<file path="src/include/fpec_pkg.sv">
// constants for the flash program/erase control block
package fpec_pkg;

	// register byte addresses on the apb bus
	localparam logic [7:0] ADDR_MODE   = 8'h00;
	localparam logic [7:0] ADDR_STATUS = 8'h04;
	localparam logic [7:0] ADDR_EBS    = 8'h08;
	localparam logic [7:0] ADDR_ACCEN  = 8'h0C;
	localparam logic [7:0] ADDR_IRQST  = 8'h10;
	localparam logic [7:0] ADDR_IRQMSK = 8'h14;

	// flash_mode_control bit positions
	localparam int BIT_WRITE_EN     = 6;
	localparam int BIT_ERASE_SETUP  = 5;
	localparam int BIT_PROG_SETUP   = 4;
	localparam int BIT_ERASE_VERIFY = 3;
	localparam int BIT_PROG_VERIFY  = 2;
	localparam int BIT_E            = 1;
	localparam int BIT_P            = 0;

	// flash_status and access enable bit positions
	localparam int BIT_ERROR = 7;
	localparam int BIT_ACCEN = 7;

	// interrupt status bit positions
	localparam int IRQ_ERR = 0;
	localparam int IRQ_REJ = 1;
	localparam int IRQ_W   = 2;

	// reset values
	localparam logic [7:0] RST_MODE  = 8'h00;
	localparam logic [6:0] RST_EBS   = 7'h00;
	localparam logic [1:0] RST_IRQ   = 2'h0;
	localparam int         EBS_W     = 7;

	// true when the byte address names one of the block's registers
	function automatic logic fpec_addr_hit(input logic [7:0] a);
		return (a == ADDR_MODE) || (a == ADDR_STATUS) || (a == ADDR_EBS)
			|| (a == ADDR_ACCEN) || (a == ADDR_IRQST) || (a == ADDR_IRQMSK);
	endfunction : fpec_addr_hit

	// true for the flash control registers gated by access enable
	function automatic logic fpec_gated(input logic [7:0] a);
		return (a == ADDR_MODE) || (a == ADDR_STATUS) || (a == ADDR_EBS);
	endfunction : fpec_gated

endpackage : fpec_pkg

</file>
<file path="src/include/fpec_regs_if.sv">
// register access strobes between the apb front end and the core
`timescale 1ns/1ps
interface fpec_regs_if;
	logic [7:0]  addr;
	logic [31:0] wdata;
	logic        wr;
	logic [31:0] rdata;

	modport front
	(
		output addr,
		output wdata,
		output wr,
		input  rdata
	);

	modport core
	(
		input  addr,
		input  wdata,
		input  wr,
		output rdata
	);
endinterface : fpec_regs_if

</file>
<file path="src/hw/fpec_apb.sv">
// apb slave front end: one wait state, registered answer
`timescale 1ns/1ps
module fpec_apb
(
	// clock and reset
	input  wire logic        pclk,
	input  wire logic        presetn,
	// apb
	input  wire logic        psel,
	input  wire logic        penable,
	input  wire logic        pwrite,
	input  wire logic [31:0] paddr,
	input  wire logic [31:0] pwdata,
	output logic      [31:0] prdata,
	output logic             pready,
	output logic             pslverr,
	// core side
	fpec_regs_if.front       regs
);

	logic access;
	logic hit;

	// first access cycle: answer is prepared here, shown on the next
	assign access = psel && penable && !pready;
	assign hit    = fpec_pkg::fpec_addr_hit(paddr[7:0]) && (paddr[31:8] == 24'h000000);

	assign regs.addr  = paddr[7:0];
	assign regs.wdata = pwdata;
	// write lands at the edge where the master sees pready
	assign regs.wr    = psel && penable && pready && pwrite && !pslverr;

	always_ff @(posedge pclk or negedge presetn)
	begin
		if (!presetn)
			pready <= 1'b0;
		else
			pready <= access;
	end

	always_ff @(posedge pclk or negedge presetn)
	begin
		if (!presetn)
			pslverr <= 1'b0;
		else
			pslverr <= access && !hit;
	end

	// read data latched so it stays put while pready is high
	always_ff @(posedge pclk or negedge presetn)
	begin
		if (!presetn)
			prdata <= 32'h00000000;
		else if (access)
			prdata <= (!pwrite && hit) ? regs.rdata : 32'h00000000;
	end

endmodule : fpec_apb

</file>
<file path="src/hw/fpec_top.sv">
// flash program/erase mode control with status, protection and interrupt
//
// What this block does
// - program and erase modes only possible while software_write_enable is one
// - with software_write_enable zero, other mode bits and block select ignore writes
// - erase_setup bit enters and leaves erase setup; set before erase bit
// - program_setup bit enters and leaves program setup; set before program bit
// - erase_verify bit high means erase-verify mode; clearing leaves it
// - program_verify bit high means program-verify mode; clearing leaves it
// - erase bit enters erase mode only with enable and erase_setup; clear cancels
// - program bit enters program mode only with enable and program_setup; clear cancels
// - flash_error_flag sets on a fault during program or erase
// - error flag high puts the array in error protection, blocking program and erase
// - mode bit 7 and status bits 6 to 0 always read zero
// - erase_block_select held at zero while software_write_enable is zero
// - control registers reachable only while control_access_enable is one
//
// Decided for this implementation: register access over APB and the register offsets.
`timescale 1ns/1ps
module fpec_top
(
	// clock and reset
	input  wire logic        pclk,
	input  wire logic        presetn,
	// apb
	input  wire logic        psel,
	input  wire logic        penable,
	input  wire logic        pwrite,
	input  wire logic [31:0] paddr,
	input  wire logic [31:0] pwdata,
	output logic      [31:0] prdata,
	output logic             pready,
	output logic             pslverr,
	// flash array
	input  wire logic        array_fault,
	output logic             program_mode,
	output logic             erase_mode,
	output logic             program_setup_state,
	output logic             erase_setup_state,
	output logic             program_verify_mode,
	output logic             erase_verify_mode,
	output logic [6:0]       erase_block_select,
	output logic             error_protect,
	// interrupt
	output logic             irq
);

	fpec_regs_if regs ();

	fpec_apb fpec_apb_i
	(
		.pclk    (pclk),
		.presetn (presetn),
		.psel    (psel),
		.penable (penable),
		.pwrite  (pwrite),
		.paddr   (paddr),
		.pwdata  (pwdata),
		.prdata  (prdata),
		.pready  (pready),
		.pslverr (pslverr),
		.regs    (regs.front)
	);

	// registers with no port; each mode bit but software_write_enable is the output flop of that mode
	logic       software_write_enable;
	logic       flash_error_flag;
	logic       control_access_enable;
	logic [1:0] irq_status;
	logic [1:0] irq_mask;

	logic       ctl_open;
	logic       wr_mode;
	logic       wr_ebs;
	logic       wr_accen;
	logic       wr_irqst;
	logic       wr_irqmsk;
	logic [7:0] wd;
	logic       keep_on;
	logic       fault_event;
	logic       reject_event;
	logic [1:0] irq_set;
	logic [6:0] ebs_hot;

	logic       next_program;
	logic       next_erase;
	logic [6:0] next_ebs;

	assign wd       = regs.wdata[7:0];
	assign ctl_open = control_access_enable;

	// gated registers take no write while access is closed
	assign wr_mode   = regs.wr && ctl_open && (regs.addr == fpec_pkg::ADDR_MODE);
	assign wr_ebs    = regs.wr && ctl_open && (regs.addr == fpec_pkg::ADDR_EBS);
	assign wr_accen  = regs.wr && (regs.addr == fpec_pkg::ADDR_ACCEN);
	assign wr_irqst  = regs.wr && (regs.addr == fpec_pkg::ADDR_IRQST);
	assign wr_irqmsk = regs.wr && (regs.addr == fpec_pkg::ADDR_IRQMSK);
	// flash_status has no write path at all: writes land nowhere

	// other bits only take while enable was already one and stays one
	assign keep_on = software_write_enable && wd[fpec_pkg::BIT_WRITE_EN];

	// erase needs setup already standing; protection blocks it outright
	always_comb
	begin
		next_erase = erase_mode;
		if (flash_error_flag)
			next_erase = 1'b0;
		else if (wr_mode)
			next_erase = keep_on && wd[fpec_pkg::BIT_E]
				&& (erase_mode || erase_setup_state);
	end

	always_comb
	begin
		next_program = program_mode;
		if (flash_error_flag)
			next_program = 1'b0;
		else if (wr_mode)
			next_program = keep_on && wd[fpec_pkg::BIT_P]
				&& (program_mode || program_setup_state);
	end

	// more than one block selected clears the whole selection
	assign ebs_hot = wd[6:0];

	always_comb
	begin
		next_ebs = erase_block_select;
		if (wr_ebs && software_write_enable)
		begin
			if ($countones(ebs_hot) > 1)
				next_ebs = fpec_pkg::RST_EBS;
			else
				next_ebs = ebs_hot;
		end
		if (!software_write_enable || (wr_mode && !wd[fpec_pkg::BIT_WRITE_EN]))
			next_ebs = fpec_pkg::RST_EBS;
	end

	always_ff @(posedge pclk or negedge presetn)
	begin
		if (!presetn)
			software_write_enable <= 1'b0;
		else if (wr_mode)
			software_write_enable <= wd[fpec_pkg::BIT_WRITE_EN];
	end

	always_ff @(posedge pclk or negedge presetn)
	begin
		if (!presetn)
			erase_setup_state <= 1'b0;
		else if (wr_mode)
			erase_setup_state <= keep_on && wd[fpec_pkg::BIT_ERASE_SETUP];
	end

	always_ff @(posedge pclk or negedge presetn)
	begin
		if (!presetn)
			program_setup_state <= 1'b0;
		else if (wr_mode)
			program_setup_state <= keep_on && wd[fpec_pkg::BIT_PROG_SETUP];
	end

	always_ff @(posedge pclk or negedge presetn)
	begin
		if (!presetn)
			erase_verify_mode <= 1'b0;
		else if (wr_mode)
			erase_verify_mode <= keep_on && wd[fpec_pkg::BIT_ERASE_VERIFY];
	end

	always_ff @(posedge pclk or negedge presetn)
	begin
		if (!presetn)
			program_verify_mode <= 1'b0;
		else if (wr_mode)
			program_verify_mode <= keep_on && wd[fpec_pkg::BIT_PROG_VERIFY];
	end

	always_ff @(posedge pclk or negedge presetn)
	begin
		if (!presetn)
			erase_mode <= 1'b0;
		else
			erase_mode <= next_erase;
	end

	always_ff @(posedge pclk or negedge presetn)
	begin
		if (!presetn)
			program_mode <= 1'b0;
		else
			program_mode <= next_program;
	end

	always_ff @(posedge pclk or negedge presetn)
	begin
		if (!presetn)
			erase_block_select <= fpec_pkg::RST_EBS;
		else
			erase_block_select <= next_ebs;
	end

	// error is sticky until reset; no software path clears it
	assign fault_event = array_fault && (program_mode || erase_mode);

	always_ff @(posedge pclk or negedge presetn)
	begin
		if (!presetn)
			flash_error_flag <= 1'b0;
		else if (fault_event)
			flash_error_flag <= 1'b1;
	end

	// separate flop so the protection output is a clean register
	always_ff @(posedge pclk or negedge presetn)
	begin
		if (!presetn)
			error_protect <= 1'b0;
		else if (fault_event)
			error_protect <= 1'b1;
	end

	always_ff @(posedge pclk or negedge presetn)
	begin
		if (!presetn)
			control_access_enable <= 1'b0;
		else if (wr_accen)
			control_access_enable <= wd[fpec_pkg::BIT_ACCEN];
	end

	// a write while enable is low that tries to set mode bits 5 to 0 or any block select bit is flagged
	assign reject_event = software_write_enable == 1'b0
		&& ((wr_mode && (wd[5:0] != 6'h00)) || (wr_ebs && (wd[6:0] != 7'h00)));

	assign irq_set[fpec_pkg::IRQ_ERR] = fault_event && !flash_error_flag;
	assign irq_set[fpec_pkg::IRQ_REJ] = reject_event;

	// write one to clear; a new event in the same cycle wins
	always_ff @(posedge pclk or negedge presetn)
	begin
		if (!presetn)
			irq_status <= fpec_pkg::RST_IRQ;
		else if (wr_irqst)
			irq_status <= (irq_status & ~regs.wdata[1:0]) | irq_set;
		else
			irq_status <= irq_status | irq_set;
	end

	always_ff @(posedge pclk or negedge presetn)
	begin
		if (!presetn)
			irq_mask <= fpec_pkg::RST_IRQ;
		else if (wr_irqmsk)
			irq_mask <= regs.wdata[1:0];
	end

	// rises at the same edge as the status bit, kept a flop for a glitch-free pin
	always_ff @(posedge pclk or negedge presetn)
	begin
		if (!presetn)
			irq <= 1'b0;
		else
			irq <= |((irq_status | irq_set) & irq_mask);
	end

	// read mux; gated registers read zero while access is closed
	always_comb
	begin
		regs.rdata = 32'h00000000;
		unique case (regs.addr)
			fpec_pkg::ADDR_MODE:
			begin
				if (ctl_open)
				begin
					regs.rdata[fpec_pkg::BIT_WRITE_EN]     = software_write_enable;
					regs.rdata[fpec_pkg::BIT_ERASE_SETUP]  = erase_setup_state;
					regs.rdata[fpec_pkg::BIT_PROG_SETUP]   = program_setup_state;
					regs.rdata[fpec_pkg::BIT_ERASE_VERIFY] = erase_verify_mode;
					regs.rdata[fpec_pkg::BIT_PROG_VERIFY]  = program_verify_mode;
					regs.rdata[fpec_pkg::BIT_E]            = erase_mode;
					regs.rdata[fpec_pkg::BIT_P]            = program_mode;
				end
			end
			fpec_pkg::ADDR_STATUS:
			begin
				if (ctl_open)
					regs.rdata[fpec_pkg::BIT_ERROR] = flash_error_flag;
			end
			fpec_pkg::ADDR_EBS:
			begin
				if (ctl_open)
					regs.rdata[6:0] = erase_block_select;
			end
			fpec_pkg::ADDR_ACCEN:
				regs.rdata[fpec_pkg::BIT_ACCEN] = control_access_enable;
			fpec_pkg::ADDR_IRQST:
				regs.rdata[1:0] = irq_status;
			fpec_pkg::ADDR_IRQMSK:
				regs.rdata[1:0] = irq_mask;
			default:
				regs.rdata = 32'h00000000;
		endcase
	end

endmodule : fpec_top

</file>
<file path="config.mk">
export PLATFORM = sky130hd
export DESIGN_NAME = fpec_top
export DESIGN_NICKNAME = d
export VERILOG_FILES = /design/src/include/fpec_pkg.sv /design/src/include/fpec_regs_if.sv /design/src/hw/fpec_apb.sv /design/src/hw/fpec_top.sv
export SDC_FILE = /design/constraint.sdc
export NUM_CORES = 1
export LEC_CHECK = 0
export BUFFER_PORTS_ARGS = -buffer_cell sky130_fd_sc_hd__buf_2
export CAP_MARGIN = 25
export CORE_ASPECT_RATIO = 1.4
export CORE_MARGIN = 4
export CORE_UTILIZATION = 43
export DETAILED_ROUTE_END_ITERATION = 10
export PLACE_DENSITY = 0.8
export SLEW_MARGIN = 20
export SYNTH_ARGS = -nofsm -noshare
export SYNTH_HDL_FRONTEND = slang
export SYNTH_SLANG_ARGS = --single-unit
</file>
<file path="constraint.sdc">
create_clock -name pclk -period 2.4 [get_ports pclk]
set_clock_uncertainty 0.2 [all_clocks]
set_input_delay 0.24 -clock pclk [delete_from_list [all_inputs] [get_ports pclk]]
set_output_delay 0.24 -clock pclk [all_outputs]
set_load 0.01 [all_outputs]
</file>
==> impl_metrics.json <==
{
  "vias": 1775,
  "area_delta_synth_final_pct": 28.9,
  "clkSlewWorstSetupHoldPaths_ns": 0.07,
  "avgSynthCellArea_um2": 9.68,
  "port-buffer-count": 70,
  "drt_first_iter_violations": 57,
  "fmax_ghz": 0.364,
  "hold_path_depth": 3,
  "slew_viol_final": 0,
  "irDropWorstVdd_uv": 261,
  "grt_pass1_wl_um": 7730,
  "clk_latency_ns": 0.29,
  "detailedPlacementHpwl_um": 3960,
  "dr.pass1.iters": 4,
  "synth_most_common_cell": "dfrtp_1",
  "die_w_um": 64.7,
  "grt.overflow.total": 0,
  "synth_top_area_cell": "dfrtp_1",
  "htreeDepth": 2,
  "reg2reg_from": "fpec_apb_i.pready",
  "dpl_cell_area_um2": 2340,
  "grt_pass1_vias": 1691,
  "design_area_um2": 2490,
  "synth_edf_count": 0,
  "layout-drive-gt1-share": 0.382,
  "worstRegToRegCells": 4,
  "routabilityCongestion": 0.890,
  "required_ns": 2.42,
  "ys_warn_count": 0,
  "critPathMaxFanout": 7,
  "pre_cts_slack_ns": -0.742,
  "fin_crit_ns": 2.75,
  "yosysTopAreaCellShare": 0.401,
  "worst_slew_pin_slew_ns": 0.679,
  "ys_async_sr_fraction": 1.00,
  "worstSetupStartpointType": "input port",
  "hold_path.class": "input port to flop",
  "grt_start_max_net_pins": 32,
  "grt_setup_unrepaired": "true",
  "postLayoutCoreUtil": 0.584,
  "fin_ws_ns": -0.346,
  "power_leakage_nw": 1.28,
  "ios": 119,
  "grt_use_total": 0.176,
  "dp_cells": 333,
  "status": "finished with violations",
  "layout.nets": 358,
  "die_h_um": 87.4,
  "drcViolationCount": 0,
  "power-per-cell-area_nw_per_um2": 480,
  "insertedDiodeCount": 0,
  "cts_root_buffer": "clkbuf_8",
  "slew_headroom": 0.547,
  "yosys.cell_types.count": 38,
  "viasPerCell": 5.17,
  "cts_buffers": 5,
  "rows": 28,
  "syn_inst": 200,
  "synth.area.top_cells": "dfrtp_1, buf_4, mux2i_1",
  "finalSetupViolations": 7,
  "whs_ns": 0.0389,
  "violations": "setup timing",
  "cts_tree": "yes",
  "max_cap_violations": 0,
  "cts_sinks": 31,
  "antenna_left": 0,
  "fin_tns_setup_ns": -2.16,
  "core_um2": 4270,
  "initial_core_util": 0.453,
  "synth_seq_cells": 31,
  "grt_antenna_before_repair": 0,
  "power_mw": 1.20,
  "final_cells": 343,
  "synthTopCellsByCount": "dfrtp_1, buf_4, o21ai_0, nand2_1, inv_1",
  "crit_start": "pwdata[0]",
  "crit_type": "input port to flop",
  "ys.flop_type": "dfrtp_1",
  "post-route-period-util": 1.14,
  "end_kind": "flop",
  "reg2reg_setup_slack_ns": 0.37,
  "min_from": "pwdata[1]",
  "arrival_ns": 2.76,
  "netlist_area_um2": 1940,
  "wl_per_cell_um": 14.4,
  "cts_buffer_depth": 2,
  "die_area_um2": 5650,
  "seq_area_frac_synth": 0.401,
  "timing.final.hold_violations": 0,
  "routed_wl_um": 4940
}
==> repair_timing <==
item / CTS / global route
gates resized for setup: 4 / 4
hold buffers: 2 / 0
buffers inserted: 0 / 1
pin swaps: 5 / 12
endpoints found under the setup margin: 7 / 7
endpoints found under the hold margin: 32 / 0
==> sequential cells by signal, indices dropped and copies added (netlist names) <==
name                   cells
fpec_apb_i.prdata          8
erase_block_select         7
irq_mask                   2
irq_status                 2
control_access_enable      1
erase_mode                 1
erase_setup_state          1
erase_verify_mode          1
error_protect              1
fpec_apb_i.pready          1
fpec_apb_i.pslverr         1
irq                        1
program_mode               1
program_setup_state        1
program_verify_mode        1
software_write_enable      1
==> cells by family (layout without fill, tap and decap cells) <==
logic type	after synthesis	in the layout	synth area share
AOI/OAI and AO/OA	41	41	0.139
buffers and inverters	43	103	0.134
and+or+nand+nor	62	62	0.188
adders and majority gates	5	5	0.0440
DFF	31	31	0.401
other	1	24	0.00194
muxes	17	17	0.0924
==> layout make-up <==
| cell class | instances | area (um2) |
|---|---|---|
| clock buffer | 6 | 72.6 |
| clock inverter | 1 | 30.0 |
| fill | 405 | 1780 |
| inverter | 11 | 53.8 |
| multi-input combinational | 149 | 998 |
| sequential | 31 | 776 |
| tap | 60 | 75.1 |
| timing repair buffer | 85 | 489 |
==> per-layer routing <==
layer / track usage / up-vias / part of all wire / wire [um]
met4: 0.0731 / 0 / 0.017 / 84
li1: - / 846 / - / -
met5: 0 / - / 0 / 0
met3: 0.0413 / 6 / 0.075 / 369
met2: 0.318 / 76 / 0.53 / 2620
met1: 0.197 / 847 / 0.38 / 1870
==> critical path, cell delays in order <==
cell     delay, ns
buf_12        0.09
inv_12        0.03
fa_1          0.49
fa_1          0.49
inv_1         0.04
ha_1          0.27
a21o_1        0.16
fa_1          0.48
nor2_4        0.17
and3_1        0.17
nand3_1       0.07
o21ai_1       0.07
==> report_power, final <==
part / switching (mW) / internal [mW]
logic: 0.106 / 0.0762
clock network: 0.185 / 0.304
registers: 0.00129 / 0.525
==> placed cells by master, fill, tap and decap left out, types with 3 or more instances in the layout <==
master	instances
a31oi_1	3
and3_1	5
nand3_1	5
dfrtp_1	31
buf_2	68
mux2_2	7
clkbuf_8	5
inv_1	8
buf_4	13
conb_1	24
nand2_1	14
nand4_1	10
o21ai_0	16
nor4_1	4
nor2_1	3
fa_1	3
mux2i_1	10
o31ai_1	3
or4_1	6
a21oi_1	7
nor3_1	3
==> worst paths after layout <==
| check | endpoint |
|---|---|
| max reg2reg | erase_verify_mode |
| max | erase_block_select[6] |
| min in group asynchronous | erase_block_select[2] |
| min reg2reg | fpec_apb_i.prdata[7] |
| max in group asynchronous | fpec_apb_i.prdata[1] |
| min | irq_status[1] |
Power figures use the tool's default switching activity.
